==> src/rtl/txsc_pkg.sv <==
package txsc_pkg;

	// register byte addresses
	localparam logic [7:0] TXSC_ADDR_ENABLES = 8'ha8;
	localparam logic [7:0] TXSC_ADDR_FRAME_CFG = 8'hb0;
	localparam logic [7:0] TXSC_ADDR_STATUS = 8'hc0;
	localparam logic [7:0] TXSC_ADDR_SLOT_COUNT = 8'hc4;

	// status and interrupt enable bit positions (shared layout)
	localparam int TXSC_BIT_UNDERRUN = 0;
	localparam int TXSC_BIT_EARLY_SYNC = 1;
	localparam int TXSC_BIT_CLOCK_FAIL = 2;
	localparam int TXSC_BIT_SLOT_PARITY = 3;
	localparam int TXSC_BIT_BUS_ERR = 7;
	localparam int TXSC_BIT_ANY_ERROR = 8;

	// frame configuration fields
	localparam int TXSC_FRAME_LEN_LSB = 0;
	localparam int TXSC_FRAME_LEN_W = 5;
	localparam int TXSC_BIT_BIPHASE = 8;

	// slot counter
	localparam int TXSC_SLOT_W = 10;
	localparam logic [9:0] TXSC_SLOT_LAST_BIPHASE = 10'h17f;
	localparam logic [9:0] TXSC_SLOT_RESET = 10'h17f;

	// values after reset
	localparam logic [4:0] TXSC_FRAME_LEN_M1_RESET = 5'h1f;
	localparam logic [7:0] TXSC_ENABLES_RESET = 8'h00;

	// bus answers
	localparam logic [1:0] TXSC_RESP_OKAY = 2'h0;
	localparam logic [1:0] TXSC_RESP_SLVERR = 2'h2;

endpackage : txsc_pkg

==> src/rtl/txsc_slot_counter.sv <==
// time-slot sequencer for the transmit section
module txsc_slot_counter (
	input wire logic clock,
	input wire logic arst_n,
	input wire logic clkEn,
	input wire logic slotAdvance,
	input wire logic frameRestart,
	input wire logic biphase,
	input wire logic [4:0] frameLenM1,
	output logic [9:0] slotCount,
	output logic atFrameEnd
);

	typedef struct packed {
		logic [9:0] count;
	} txsc_slot_s;

	txsc_slot_s s_q;
	txsc_slot_s s_d;

	logic [9:0] lastSlot;

	// biphase blocks run the full 384 groups, multiplexed frames stop after frameLenM1 + 1 slots
	always_comb begin
		lastSlot = biphase ? txsc_pkg::TXSC_SLOT_LAST_BIPHASE : {5'h00, frameLenM1};
		atFrameEnd = (s_q.count == lastSlot);
		s_d = s_q;
		if (frameRestart && !biphase) begin
			s_d.count = 10'h000;
		end else if (slotAdvance) begin
			// the reset value 383 also wraps to zero, so the first group is slot 0
			if (atFrameEnd || (s_q.count == txsc_pkg::TXSC_SLOT_RESET)) begin
				s_d.count = 10'h000;
			end else begin
				s_d.count = s_q.count + 10'h001;
			end
		end
	end

	// counter held at 383 throughout reset
	always_ff @(posedge clock or negedge arst_n) begin
		if (!arst_n) begin
			s_q <= '{count: txsc_pkg::TXSC_SLOT_RESET};
		end else if (clkEn) begin
			s_q <= s_d;
		end
	end

	assign slotCount = s_q.count;

endmodule : txsc_slot_counter

==> src/rtl/txsc_tx_status.sv <==
// transmit status flags, interrupt and slot register behind an AXI4-Lite slave
module txsc_tx_status (
	input wire logic clock,
	input wire logic arst_n,
	input wire logic clkEn,
	// AXI4-Lite slave
	input wire logic [7:0] s_axi_awaddr,
	input wire logic s_axi_awvalid,
	output logic s_axi_awready,
	input wire logic [31:0] s_axi_wdata,
	input wire logic [3:0] s_axi_wstrb,
	input wire logic s_axi_wvalid,
	output logic s_axi_wready,
	output logic [1:0] s_axi_bresp,
	output logic s_axi_bvalid,
	input wire logic s_axi_bready,
	input wire logic [7:0] s_axi_araddr,
	input wire logic s_axi_arvalid,
	output logic s_axi_arready,
	output logic [31:0] s_axi_rdata,
	output logic [1:0] s_axi_rresp,
	output logic s_axi_rvalid,
	input wire logic s_axi_rready,
	// transmit section events
	input wire logic clockFailReport,
	input wire logic txFrameSync,
	input wire logic slotAdvance,
	input wire logic bufferMove,
	input wire logic bufferWritten,
	input wire logic busWriteError,
	// outputs
	output logic txInterrupt,
	output logic [9:0] txSlotCount
);

	// all state of the block except the sequencer's slot count in one record, registered by a single process
	typedef struct packed {
		// frame sync synchroniser and edge history
		logic fsMeta;
		logic fsSync;
		logic fsPrev;
		// captured write address and data, either may arrive first
		logic awHave;
		logic [7:0] awAddr;
		logic wHave;
		logic [31:0] wData;
		logic [3:0] wStrb;
		// bus handshake and answer registers
		logic awReady;
		logic wReady;
		logic bValid;
		logic [1:0] bResp;
		logic arReady;
		logic rValid;
		logic [1:0] rResp;
		logic [31:0] rData;
		// sticky error flags, cleared only by a write of one
		logic clockFail;
		logic earlySync;
		logic underrun;
		logic busErr;
		// software configuration
		logic [7:0] intEnables;
		logic [4:0] frameLenM1;
		logic biphase;
		// buffer tracking and registered outputs
		logic bufFull;
		logic irq;
		logic [9:0] slotMirror;
	} txsc_state_s;

	// all ready lines start high so a request may be taken at the first edge
	// after reset; the slot mirror starts at the parked count like the counter
	localparam txsc_state_s TXSC_STATE_RESET = '{
		awReady: 1'b1,
		wReady: 1'b1,
		arReady: 1'b1,
		intEnables: txsc_pkg::TXSC_ENABLES_RESET,
		frameLenM1: txsc_pkg::TXSC_FRAME_LEN_M1_RESET,
		slotMirror: txsc_pkg::TXSC_SLOT_RESET,
		default: '0
	};

	txsc_state_s s_q;
	txsc_state_s s_d;

	// sequencer outputs
	logic [9:0] slotCount;
	logic atFrameEnd;

	// decoded events of the current cycle
	logic syncEdge;
	logic earlyEvt;
	logic underrunEvt;
	logic doWrite;

	// register read and clear decode
	logic [31:0] statusWord;
	logic [31:0] readWord;
	logic readErr;
	logic [7:0] clearMask;
	logic [7:0] flagVec;

	// frame sync restarts the count; the sequencer keeps the slot, frame length and biphase come from the record
	// the restart is ignored in biphase mode, where blocks run on to 383
	txsc_slot_counter u_slot (
		.clock(clock),
		.arst_n(arst_n),
		.clkEn(clkEn),
		.slotAdvance(slotAdvance),
		.frameRestart(syncEdge),
		.biphase(s_q.biphase),
		.frameLenM1(s_q.frameLenM1),
		.slotCount(slotCount),
		.atFrameEnd(atFrameEnd)
	);

	// status word assembly; bits not held here read as zero
	// the summary bit follows the flags combinationally, so it never lags them
	always_comb begin
		statusWord = 32'h0000_0000;
		statusWord[txsc_pkg::TXSC_BIT_UNDERRUN] = s_q.underrun;
		statusWord[txsc_pkg::TXSC_BIT_EARLY_SYNC] = s_q.earlySync;
		statusWord[txsc_pkg::TXSC_BIT_CLOCK_FAIL] = s_q.clockFail;
		statusWord[txsc_pkg::TXSC_BIT_SLOT_PARITY] = slotCount[0];
		statusWord[txsc_pkg::TXSC_BIT_BUS_ERR] = s_q.busErr;
		statusWord[txsc_pkg::TXSC_BIT_ANY_ERROR] =
			s_q.underrun | s_q.earlySync | s_q.clockFail | s_q.busErr;
	end

	// read decode
	// the word is taken into the read data register at the address handshake
	always_comb begin
		readWord = 32'h0000_0000;
		readErr = 1'b0;
		case (s_axi_araddr)
			txsc_pkg::TXSC_ADDR_STATUS: begin
				readWord = statusWord;
			end
			txsc_pkg::TXSC_ADDR_SLOT_COUNT: begin
				readWord = {22'h000000, slotCount};
			end
			txsc_pkg::TXSC_ADDR_ENABLES: begin
				readWord = {24'h000000, s_q.intEnables};
			end
			txsc_pkg::TXSC_ADDR_FRAME_CFG: begin
				readWord[txsc_pkg::TXSC_BIT_BIPHASE] = s_q.biphase;
				readWord[txsc_pkg::TXSC_FRAME_LEN_LSB +: txsc_pkg::TXSC_FRAME_LEN_W] =
					s_q.frameLenM1;
			end
			default: begin
				// unmapped addresses answer with an error and zero data
				readErr = 1'b1;
			end
		endcase
	end

	// event detection
	always_comb begin
		// the edge is taken from the synchronised copy, never from the raw pin
		syncEdge = s_q.fsSync & ~s_q.fsPrev;
		// a sync before the last slot of the frame is early; the count parked at
		// 383 after reset means no frame is running yet, so nothing is early
		earlyEvt = syncEdge & ~s_q.biphase & ~atFrameEnd
			& (slotCount != txsc_pkg::TXSC_SLOT_RESET);
		// a refill in the same cycle as the move counts as serviced
		underrunEvt = bufferMove & ~s_q.bufFull & ~bufferWritten;
		// a write is applied once both halves are held and no response is pending
		doWrite = s_q.awHave & s_q.wHave & ~s_q.bValid;
	end

	// write-one-to-clear mask for the status flags, byte lane 0 only
	// bits 3 and 8 are computed, so writes to them have no effect
	always_comb begin
		clearMask = 8'h00;
		if (doWrite && (s_q.awAddr == txsc_pkg::TXSC_ADDR_STATUS) && s_q.wStrb[0]) begin
			clearMask = s_q.wData[7:0];
		end
	end

	// next state
	always_comb begin
		s_d = s_q;

		// two-flop synchroniser on the frame sync pin, then edge history
		s_d.fsMeta = txFrameSync;
		s_d.fsSync = s_q.fsMeta;
		s_d.fsPrev = s_q.fsSync;

		// write address and data channels, taken in either order
		if (s_axi_awvalid && s_q.awReady) begin
			s_d.awHave = 1'b1;
			s_d.awAddr = s_axi_awaddr;
		end
		if (s_axi_wvalid && s_q.wReady) begin
			s_d.wHave = 1'b1;
			s_d.wData = s_axi_wdata;
			s_d.wStrb = s_axi_wstrb;
		end
		if (doWrite) begin
			// both halves held: apply the write and raise the response together
			s_d.awHave = 1'b0;
			s_d.wHave = 1'b0;
			s_d.bValid = 1'b1;
			s_d.bResp = txsc_pkg::TXSC_RESP_OKAY;
			case (s_q.awAddr)
				txsc_pkg::TXSC_ADDR_ENABLES: begin
					if (s_q.wStrb[0]) begin
						s_d.intEnables = s_q.wData[7:0];
					end
				end
				txsc_pkg::TXSC_ADDR_FRAME_CFG: begin
					if (s_q.wStrb[0]) begin
						s_d.frameLenM1 =
							s_q.wData[txsc_pkg::TXSC_FRAME_LEN_LSB +: txsc_pkg::TXSC_FRAME_LEN_W];
					end
					if (s_q.wStrb[1]) begin
						s_d.biphase = s_q.wData[txsc_pkg::TXSC_BIT_BIPHASE];
					end
				end
				// status clears through clearMask; slot count ignores the data
				txsc_pkg::TXSC_ADDR_STATUS: begin
					s_d.bResp = txsc_pkg::TXSC_RESP_OKAY;
				end
				txsc_pkg::TXSC_ADDR_SLOT_COUNT: begin
					s_d.bResp = txsc_pkg::TXSC_RESP_OKAY;
				end
				default: begin
					s_d.bResp = txsc_pkg::TXSC_RESP_SLVERR;
				end
			endcase
		end
		// the response stands until the master takes it
		if (s_q.bValid && s_axi_bready) begin
			s_d.bValid = 1'b0;
		end
		// one write at a time: both channels stay closed until the response is taken
		s_d.awReady = ~s_d.awHave & ~s_d.bValid;
		s_d.wReady = ~s_d.wHave & ~s_d.bValid;

		// read channel: answer one cycle after the address is taken
		if (s_axi_arvalid && s_q.arReady) begin
			s_d.arReady = 1'b0;
			s_d.rValid = 1'b1;
			s_d.rData = readWord;
			s_d.rResp = readErr ? txsc_pkg::TXSC_RESP_SLVERR : txsc_pkg::TXSC_RESP_OKAY;
		end
		// reopen the address channel only after the data has been taken
		if (s_q.rValid && s_axi_rready) begin
			s_d.rValid = 1'b0;
			s_d.arReady = 1'b1;
		end

		// holding buffer occupancy, for underrun detection
		// a refill together with a move leaves the buffer full for the next move
		s_d.bufFull = bufferWritten | (s_q.bufFull & ~bufferMove);

		// sticky flags: a new event wins over a clear in the same cycle
		// each flag holds until a one is written to its position
		s_d.clockFail = clockFailReport
			| (s_q.clockFail & ~clearMask[txsc_pkg::TXSC_BIT_CLOCK_FAIL]);
		s_d.earlySync = earlyEvt
			| (s_q.earlySync & ~clearMask[txsc_pkg::TXSC_BIT_EARLY_SYNC]);
		s_d.underrun = underrunEvt
			| (s_q.underrun & ~clearMask[txsc_pkg::TXSC_BIT_UNDERRUN]);
		s_d.busErr = busWriteError
			| (s_q.busErr & ~clearMask[txsc_pkg::TXSC_BIT_BUS_ERR]);

		// interrupt from the next-state flags, gated by the next-state enables
		// using the next-state values saves a cycle of interrupt latency
		flagVec = 8'h00;
		flagVec[txsc_pkg::TXSC_BIT_CLOCK_FAIL] = s_d.clockFail;
		flagVec[txsc_pkg::TXSC_BIT_EARLY_SYNC] = s_d.earlySync;
		flagVec[txsc_pkg::TXSC_BIT_UNDERRUN] = s_d.underrun;
		flagVec[txsc_pkg::TXSC_BIT_BUS_ERR] = s_d.busErr;
		s_d.irq = |(flagVec & s_d.intEnables);

		// registered copy so the slot output comes from a flip-flop
		s_d.slotMirror = slotCount;
	end

	// single state register; the clock enable freezes everything
	// the reset branch loads only the constant record, never live inputs
	always_ff @(posedge clock or negedge arst_n) begin
		if (!arst_n) begin
			s_q <= TXSC_STATE_RESET;
		end else if (clkEn) begin
			s_q <= s_d;
		end
	end

	// outputs are plain views of register fields, no logic after the flops
	assign s_axi_awready = s_q.awReady;
	assign s_axi_wready = s_q.wReady;
	assign s_axi_bvalid = s_q.bValid;
	assign s_axi_bresp = s_q.bResp;
	assign s_axi_arready = s_q.arReady;
	assign s_axi_rvalid = s_q.rValid;
	assign s_axi_rdata = s_q.rData;
	assign s_axi_rresp = s_q.rResp;
	assign txInterrupt = s_q.irq;
	assign txSlotCount = s_q.slotMirror;

endmodule : txsc_tx_status

==> config.mk <==
export PLATFORM = sky130hd
export DESIGN_NAME = txsc_tx_status
export DESIGN_NICKNAME = d
export VERILOG_FILES = /design/src/rtl/txsc_pkg.sv /design/src/rtl/txsc_slot_counter.sv /design/src/rtl/txsc_tx_status.sv
export SDC_FILE = /design/constraint.sdc
export NUM_CORES = 1
export LEC_CHECK = 0
export ABC_AREA = 1
export CORE_MARGIN = 5
export CORE_UTILIZATION = 64
export CTS_BUF_LIST = sky130_fd_sc_hd__clkbuf_16
export CTS_CLUSTER_DIAMETER = 40
export CTS_CLUSTER_SIZE = 10
export DETAILED_ROUTE_END_ITERATION = 7
export DONT_BUFFER_PORTS = 1
export PLACE_DENSITY = 0.86
export SYNTH_ARGS = -nofsm -noshare
export SYNTH_HDL_FRONTEND = slang
export SYNTH_SLANG_ARGS = --single-unit
==> constraint.sdc <==
create_clock -name clock -period 1.9 [get_ports clock]
set_input_delay 0.19 -clock clock [delete_from_list [all_inputs] [get_ports clock]]
set_output_delay 0.19 -clock clock [all_outputs]
set_load 0.1 [all_outputs]
### Word level (Yosys, flattened, before mapping)

Index checks and enable logic that the tools add are counted.

| word-level totals | value |
|---|---|
| input port bits | 66 |
| register bits | 130 |
| output and inout port bits | 52 |

| cells by class | value |
|---|---|
| reductions and logical operators | 23 |
| muxes and demuxes | 25 |
| add/sub/neg operators | 1 |
| bitwise operators | 38 |
| equal/unequal tests | 11 |

Operators by type and width:

| kind | count |
|---|---|
| $eq 8x8->1 const B | 8 |
| $mux 37 | 1 |
| $mux 36 | 1 |
| $mux 10 | 3 |
| $mux 8 | 3 |
| $pmux 5 s4 | 1 |
| $mux 9 | 2 |
| $and 1x1->1 | 15 |
| $mux 14 | 1 |
| $not 1->1 | 14 |
| $reduce_and 2->1 | 6 |
| $add 10x1->10 const B | 1 |
| $eq 10x10->1 | 1 |
| $eq 10x9->1 const B | 1 |
| $ne 10x9->1 const B | 1 |
| $pmux 3 s3 | 1 |
| $and 8x8->8 | 1 |
| $logic_and 1x1->1 | 8 |
| $or 1x1->1 | 8 |
| $reduce_and 4->1 | 2 |
| $reduce_or 4->1 | 2 |
| $reduce_or 8->1 | 1 |
| $mux 2 | 3 |
| $mux 6 | 1 |
| other kinds (7) | 12 |

### Depth between registers and ports, before layout

Gate-level depths: netlist (run 1).

| depth | value |
|---|---|
| word-level depth | 10 |
| mapped depth | 12 |

### Hierarchy

Synthesis (run 1) repeated with hierarchy kept, for this count alone.

| second synthesis, totals | value |
|---|---|
| cells, all modules | 574 |
| area total of the unflattened synthesis | 4,538.1 sq um |

By module, submodules not included:

| module | cells an instance | area an instance (sq um) | instances |
|---|---|---|---|
| txsc_tx_status | 452 | 3,667.3 | 1 |
| txsc_slot_counter | 122 | 870.8 | 1 |

### Worst setup path after synthesis (run 1)

Ideal clock, no wire load.

| path | value |
|---|---|
| kind | register -> register |
| start point | register s_q, in the netlist s_axi_bvalid |
| end point | register s_q, in the netlist txInterrupt |
| cell stages (with the launch flop) | 12 |
| arrival | 1.706 ns |
| setup time | 0.119 ns |
| clock period less this slack | 1.824 ns |
| buffers on the path | 0 |
| slack | 0.076 ns |
| cell sequence | dfrtp_1 -> inv_1 -> nand3_1 -> nor2_4 -> nand2_4 -> nand2_1 -> nand2_1 -> nor2_1 -> nand2_1 -> nand2_1 -> nor2_1 -> nand2_1 |

| on the way | value |
|---|---|
| cells in the longest elaborated chain, start to end | 10 |

Ends and longest elaborated chain:

| item | RTL line | RTL |
|---|---|---|
| start, declared | txsc_tx_status.sv:84 | `txsc_state_s s_q;` |
| start signal, assigned | txsc_tx_status.sv:286 | `s_q <= TXSC_STATE_RESET;` |
| start signal, assigned | txsc_tx_status.sv:288 | `s_q <= s_d;` |
| $not 1->1 * | txsc_tx_status.sv:169 | `doWrite = s_q.awHave & s_q.wHave & ~s_q.bValid;` |
| $and 1x1->1 * | txsc_tx_status.sv:169 |  |
| $logic_and 1x1->1 (2 in series) | txsc_tx_status.sv:176 | `if (doWrite && (s_q.awAddr == txsc_pkg::TXSC_ADDR_STATUS) && s_q.wStrb[0]) begin` |
| $mux 8 | txsc_tx_status.sv:176 |  |
| $not 1->1, on equally long branches | - |  |
| $and 1x1->1, on equally long branches | - |  |
| $or 1x1->1, on equally long branches | - |  |
| $and 8x8->8 * | txsc_tx_status.sv:276 | `s_d.irq = \|(flagVec & s_d.intEnables);` |
| $reduce_or 8->1 * | txsc_tx_status.sv:276 |  |

Mark *: on every way between the ends. The rest lies on a longest branch, timed or not.
A chain may end at the register's enable or synchronous reset.

### Final worst setup path (run 1)

| path | value |
|---|---|
| start point | register s_q[12] (netlist name) |
| end point | register u_slot.s_q, in the netlist u_slot.slotCount[7] |

| on the way | value |
|---|---|
| cells in the longest elaborated chain, start to end | 6 |

Ends and longest elaborated chain:

| item | RTL line | RTL |
|---|---|---|
| $mux 9 | txsc_slot_counter.sv:25 | `lastSlot = biphase ? txsc_pkg::TXSC_SLOT_LAST_BIPHASE : {5'h00, frameLenM1};` |
| $eq 10x10->1 | txsc_slot_counter.sv:26 | `atFrameEnd = (s_q.count == lastSlot);` |
| $logic_or 1x1->1 | txsc_slot_counter.sv:32 | `if (atFrameEnd \|\| (s_q.count == txsc_pkg::TXSC_SLOT_RESET)) begin` |
| $mux 10 | txsc_slot_counter.sv:32 |  |
| $mux 10 | txsc_slot_counter.sv:30 | `end else if (slotAdvance) begin` |
| $mux 10 | txsc_slot_counter.sv:28 | `if (frameRestart && !biphase) begin` |
| end signal, assigned | txsc_slot_counter.sv:43 | `s_q <= '{count: txsc_pkg::TXSC_SLOT_RESET};` |
| end, declared | txsc_slot_counter.sv:18 | `txsc_slot_s s_q;` |

Several ways; a longest one is shown, not always the timed one. The select of a mux whose other input is x is not followed.

==> results of run 1 <==
worst max-delay path by stage:
stage                                          startpoint  cells after the start                              end  slack, ns
final                                 s_q[12]$_DFFE_PN0P_                      8  u_slot.slotCount[7]$_DFFE_PN0P_       0.21
after global routing                  s_q[12]$_DFFE_PN0P_                      7  u_slot.slotCount[6]$_DFFE_PN1P_       0.09
after CTS                             s_q[12]$_DFFE_PN0P_                      8  u_slot.slotCount[7]$_DFFE_PN0P_       0.24
after detailed placement              s_q[12]$_DFFE_PN0P_                      8  u_slot.slotCount[7]$_DFFE_PN0P_       0.27
after global placement    u_slot.slotCount[0]$_DFFE_PN1P_                      8          txInterrupt$_DFFE_PN0P_       0.29
after floorplan                  s_axi_bvalid$_DFFE_PN0P_                     11          txInterrupt$_DFFE_PN0P_       0.08
critical path, delay by kind of cell, from the launching register on:
kind / cells / cell delay [ns]
AOI/OAI and AO/OA: 2 / 0.26
and+or+nand+nor: 2 / 0.22
xor gates and xnor gates: 1 / 0.15
buffers and inverters: 3 / 0.27
DFF: 1 / 0.67
state kept, by name, summed over array words and instances, names as in the netlist:
name	count
s_axi_wready	1
s_axi_rvalid	1
s_q	41
s_axi_rdata	10
u_slot.slotCount	10
txInterrupt	1
s_axi_arready	1
s_axi_bresp	1
s_d	2
s_axi_awready	1
s_axi_rresp	1
s_axi_bvalid	1
txSlotCount	10
power breakdown:
group	internal (mW)	total, mW	switching (mW)
combinational	0.437	1.70	1.26
sequential	2.26	2.99	0.735
clock	1.17	1.90	0.733
placed cells by master, fill, tap and decap left out, drive strengths merged, types with 2 or more instances in the layout:
cell,count
nand2,178
inv,59
dfrtp,57
o21ai,55
nor2,43
nand3,28
conb,24
dfstp,24
buf,22
dlygate4sd3,21
a21oi,11
xor2,9
clkbuf,9
nor3,9
nand4,6
o22ai,5
a32o,2
o21bai,2
o31ai,2
bufinv,2
clkinv,2
per-stage QoR:
| stage | hold slack (ns) | area [µm²] | instances |
|---|---|---|---|
| 5_1_grt | -0.4725 | 4863 | 656 |
| 3_5_place_dp | -0.1024 | 4327 | 619 |
| 4_1_cts | -0.4643 | 4863 | 656 |
| 3_3_place_gp | -0.1020 | 4327 | 619 |
| 6_report | -0.4583 | 4863 | 656 |
| 2_1_floorplan | -0.1056 | 4471 | 574 |
layout make-up:
cell class | instances | area (µm²)
timing repair buffer | 43 | 375.4
clock inverter | 7 | 101.3
inverter | 56 | 220.2
clock buffer | 9 | 225.2
multi-input combinational | 380 | 1784
sequential | 81 | 2057
tap | 80 | 100.1
fill | 485 | 1856
per-layer routing:
metal	part of all wire	wire length, µm	global-route usage
met5	0	0	0
met4	0.021	200	0.09280
met3	0.074	718	0.05361
met2	0.48	4691	0.3911
met1	0.42	4130	0.3109
kinds of logic (layout without fill, tap and decap cells):
| logic type | after synthesis | after routing |
|---|---|---|
| buffers and inverters | 113 | 115 |
| other | 1 | 24 |
| AO/OA/AOI/OAI | 80 | 80 |
| adder cells (fa/ha/maj) | 1 | 1 |
| XOR/XNOR | 9 | 9 |
| flip-flops | 81 | 81 |
| AND/OR/NAND/NOR | 266 | 266 |
==> impl_metrics.json, run 1 <==
{
  "violations": "hold timing",
  "postCtsSetupRepairBufs": 0,
  "globalRouteTotalUtil": 0.2397,
  "worst_ir_drop_vdd_mv": 0.7418,
  "hold_viol": 81,
  "grt_pass1_wl_mm": 16.24,
  "drt-initial-drc-count": 367,
  "htreeDepth": 3,
  "grt_setup_unrepaired": "false",
  "post_cts_resized": 0,
  "overflow": 0,
  "slew_headroom": 0.6113,
  "r2r_setup_slack_ns": 0.21,
  "setup_viol": 0,
  "synth-compound-area-share": 0.1019,
  "clockBufferDepth": 2,
  "num_vias": 3602,
  "yosysMostFrequentCell": "nand2_1",
  "grt_pass1_vias": 3404,
  "layout-drive-gt1-share": 0.1441,
  "leakagePower_nw": 2.426,
  "vias_per_cell": 5.491,
  "r2r-end": "u_slot.slotCount[7]$_DFFE_PN0P_",
  "antenna_found_initial": 0,
  "p_total_mw": 6.585,
  "p_per_area_nw_per_um2": 1354,
  "status": "complete, but fails checks",
  "numCtsBuffers": 9,
  "start_util": 0.6525,
  "finalSetupTns_ns": 0,
  "avgSynthCellArea_um2": 7.957,
  "fin_crit_ns": 1.691,
  "synthAdderAreaFrac": 0.002854,
  "clock_sinks": 81,
  "yosys-top-cells-area": "dfrtp_1 33%, nand2_1 15%, dfstp_2 14%",
  "worstSetupPathType": "reg2reg",
  "whs_ns": -0.4583,
  "dp_hpwl_mm": 6.813,
  "synthMuxAreaShare": 0,
  "crit_path_top_delay_cell": "dfrtp_1",
  "synth_area_um2": 4384,
  "preCtsSetupSlack_ns": 0.2658,
  "core.rowCount": 30,
  "maxCapViolCount": 0,
  "r2r-start": "s_q[12]$_DFFE_PN0P_",
  "synth_area_leader_cell": "dfrtp_1",
  "diodes": 0,
  "critical_path_arrival_ns": 1.91,
  "synth_simple_gate_area_frac": 0.2637,
  "path_clk_slew_ns": 0.06,
  "wl_per_cell_um": 14.85,
  "io_pins": 118,
  "fin_nets": 638,
  "worstMarginPinSlew_ns": 0.5812,
  "cpMostUsedCell": "inv_4",
  "critical_path.max_stage_delay_ns": 0.67,
  "synth-seq-area-share": 0.4692,
  "antenna_left": 0,
  "io_buffers": 0,
  "ys_types": 38,
  "finalMaxSlewViolations": 0,
  "hold_path_class": "in2async",
  "r2r_cells": 8,
  "hold_buffers": 21,
  "end_kind": "register",
  "die_x_um": 92.77,
  "clock_latency_ns": 0.34,
  "area_growth_pct": 10.93,
  "start_kind": "register",
  "drc_errors": 0,
  "setup_ws_ns": 0.2089,
  "fin_crit_sh": 0.8901,
  "crit_chain": "inv_6 -> nand3_4 -> inv_4 -> o21ai_4 -> inv_4 -> nand2_1 -> xor2_1 -> a21oi_1",
  "cts_root_buffer": "clkbuf_16",
  "drtPass1Iterations": 5,
  "cp.required_ns": 2.12,
  "die_h_um": 92.77,
  "grt_max_degree": 82,
  "synth_seq_cells": 81,
  "globalplace.congestion": 0.8582,
  "synth_edf_count": 0,
  "crit_fanout": 18,
  "ys.flop_type": "dfrtp_1",
  "final_util": 0.7238,
  "yosysWarnings": 0,
  "dieArea_um2": 8605,
  "synth_cells": 551,
  "cts_tree": "yes",
  "routed_wl_mm": 9.740,
  "synth_top_family_by_area": "simple AND/OR/NAND/NOR gates",
  "synth_commonest_cells": "175 x nand2_1, 57 x dfrtp_1, 50 x inv_1, 50 x o21ai_0, 46 x buf_4",
  "fmax_ghz": 0.5913,
  "synth_xor_area_frac": 0.01798,
  "fin_skew_ns": 0.005309,
  "core_um2": 6719,
  "synth_top_area_frac": 0.3253,
  "synthArstFlopShare": 1.000
}
(Power assumes the default switching activity.)
==> inputs of run 2 (changes only) <==
--- a/config.mk
+++ b/config.mk
@@ -6,6 +6,7 @@
 export NUM_CORES = 1
 export LEC_CHECK = 0
 export ABC_AREA = 1
+export ABC_CLOCK_PERIOD_IN_PS = 1900
 export CORE_MARGIN = 5
 export CORE_UTILIZATION = 64
 export CTS_BUF_LIST = sky130_fd_sc_hd__clkbuf_16
@@ -13,7 +14,7 @@
 export CTS_CLUSTER_SIZE = 10
 export DETAILED_ROUTE_END_ITERATION = 7
 export DONT_BUFFER_PORTS = 1
-export PLACE_DENSITY = 0.86
+export PLACE_DENSITY = 0.88
 export SYNTH_ARGS = -nofsm -noshare
 export SYNTH_HDL_FRONTEND = slang
 export SYNTH_SLANG_ARGS = --single-unit
==> run 2 against run 1 <==
Net effect:
- the flow still finishes with violations (hold timing)
- global-route usage up 0.27 points
- non-clock buffer count grew 3
- cell count increased by 0.46%
- clock-buffer cell count stayed put
- maximum frequency is 1.8% lower
- register-to-register slack lost 0.03 ns
- die area stayed put
- clock power is 17% lower
- total power down 4.3%
- final area shrank 0.57%
- largest cell class unchanged
- largest power group unchanged
==> impl_metrics.json, run 2 (synthesis results as in run 1) <==
{
  "io_pins": 118,
  "hold_viol": 81,
  "area_growth_pct": 10.30,
  "crit_path_top_delay_cell": "dfrtp_1",
  "maxCapViolCount": 0,
  "grt_setup_unrepaired": "false",
  "io_buffers": 0,
  "whs_ns": -0.4551,
  "grt_pass1_vias": 3682,
  "crit_fanout": 10,
  "dp_hpwl_mm": 6.782,
  "largest_reg_flops": 41,
  "num_vias": 3692,
  "antenna_left": 0,
  "finalSetupTns_ns": 0,
  "worst_ir_drop_vdd_mv": 0.8679,
  "dp_cells": 620,
  "path_delay_family": "simple AND/OR/NAND/NOR gates",
  "cp.required_ns": 2.13,
  "core.rowCount": 30,
  "overflow": 0,
  "wl_met1_mm": 4.087,
  "hold_path_class": "in2async",
  "worstMarginPinSlew_ns": 0.5131,
  "critical_path_arrival_ns": 1.95,
  "vias_per_cell": 5.602,
  "cts_root_buffer": "clkbuf_16",
  "diodes": 0,
  "layout_commonest_cell": "nand2_1",
  "wl_met2_mm": 4.983,
  "grt_max_degree": 82,
  "fin_skew_ns": 0.006081,
  "layout_common_cells": "175 x nand2_1, 57 x dfrtp_1, 51 x inv_1",
  "clockBufferDepth": 2,
  "violations": "hold timing",
  "cts_tree": "yes",
  "slew_headroom": 0.6579,
  "fin_nets": 641,
  "routed_wl_mm": 10.15,
  "grt_pass1_wl_mm": 16.59,
  "end_kind": "register",
  "die_h_um": 92.77,
  "dieArea_um2": 8605,
  "regMostFlops": "s_q",
  "clock_sinks": 81,
  "worstSetupPathType": "reg2reg",
  "die_x_um": 92.77,
  "postCtsSetupRepairBufs": 0,
  "fin_crit_ns": 1.722,
  "start_kind": "register",
  "globalRouteTotalUtil": 0.2424,
  "htreeDepth": 3,
  "drt-initial-drc-count": 450,
  "drtPass1Iterations": 7,
  "p_per_area_nw_per_um2": 1304,
  "core_um2": 6719,
  "highest_layer": "met4",
  "critical_path.max_stage_delay_ns": 0.55,
  "cpMostUsedCell": "nand2_1",
  "crit_chain": "nor2_1 -> xor2_1 -> nand2_1 -> nor2_1 -> nand2_1 -> nand3_1 -> nand2_1 -> nand2_1 -> nand2_1",
  "final_cell_count_no_fill": 659,
  "layout-drive-gt1-share": 0.1434,
  "status": "complete, but fails checks",
  "numCtsBuffers": 9,
  "critPathBufInv": 0,
  "clock_latency_ns": 0.33,
  "drc_errors": 0,
  "finalMaxSlewViolations": 0,
  "fmax_ghz": 0.5808,
  "leakagePower_nw": 2.413,
  "start_util": 0.6525,
  "met3_length_um": 880,
  "path_clk_slew_ns": 0.06,
  "globalplace.congestion": 0.8796,
  "fin_crit_sh": 0.9062,
  "antenna_found_initial": 0,
  "setup_viol": 0,
  "wl_per_cell_um": 15.41
}
## run 2: repair_timing
action,4_1_cts,5_1_grt
endpoints found under the hold margin,110,82
gates resized for setup,0,0
hold buffers,22,1
## run 2: path summary, 6_finish.rpt
check	start	slack [ns]	end	cells after the start
min in group clock	clkEn	0	s_q[29]$_DFFE_PN0P_	2
hold reg to reg	s_q[80]$_DFFE_PN0P_	0.48	s_q[80]$_DFFE_PN0P_	2
hold / removal	arst_n	-0.46	s_q[26]$_DFFE_PN0P_	0
setup reg to reg	s_q[12]$_DFFE_PN0P_	0.18	txInterrupt$_DFFE_PN0P_	9
setup / recovery	s_q[12]$_DFFE_PN0P_	0.18	txInterrupt$_DFFE_PN0P_	9
max in group asynchronous	arst_n	2.14	u_slot.slotCount[1]$_DFFE_PN1P_	0
## run 2: cell type report
type / instances / area [µm²]
Timing Repair Buffer: 46 / 402.9
Inverter: 56 / 220.2
Multi-Input combinational cell: 380 / 1784
Clock buffer: 9 / 225.2
Clock inverter: 7 / 46.29
Sequential cell: 81 / 2057
Fill cell: 499 / 1883
Tap cell: 80 / 100.1
## run 2: power breakdown
part / total (mW) / switching (mW) / leakage (nW) / internal (mW)
combinational: 1.73 / 1.29 / 1.31 / 0.441
sequential: 2.99 / 0.735 / 0.973 / 2.26
clock: 1.58 / 0.700 / 0.135 / 0.882
## run 2: worst register-to-register path, cell delays in order (launching register included)
cell	delay, ns
dfrtp_1	0.55
nor2_1	0.25
xor2_1	0.26
nand2_1	0.10
nor2_1	0.09
nand2_1	0.07
nand3_1	0.09
nand2_1	0.08
nand2_1	0.08
nand2_1	0.05
## run 2: per-layer routing
layer | GRT usage | vias to the layer above
li1 | - | 1734
met5 | 0 | -
met1 | 0.3010 | 1733
met3 | 0.05118 | 28
met4 | 0.09402 | 0
met2 | 0.4133 | 197
## run 2: stage by stage
stage                 util  area [µm²]  power, mW  setup WS (ns)
finish              0.7197        4836      6.304         0.1781
global route        0.7197        4836      6.613        0.06700
CTS                 0.7183        4826      6.278         0.2368
detailed placement  0.6451        4334      4.653         0.2879
global placement    0.6451        4334      4.576         0.2867
floorplan                -        4471      4.400        0.07574
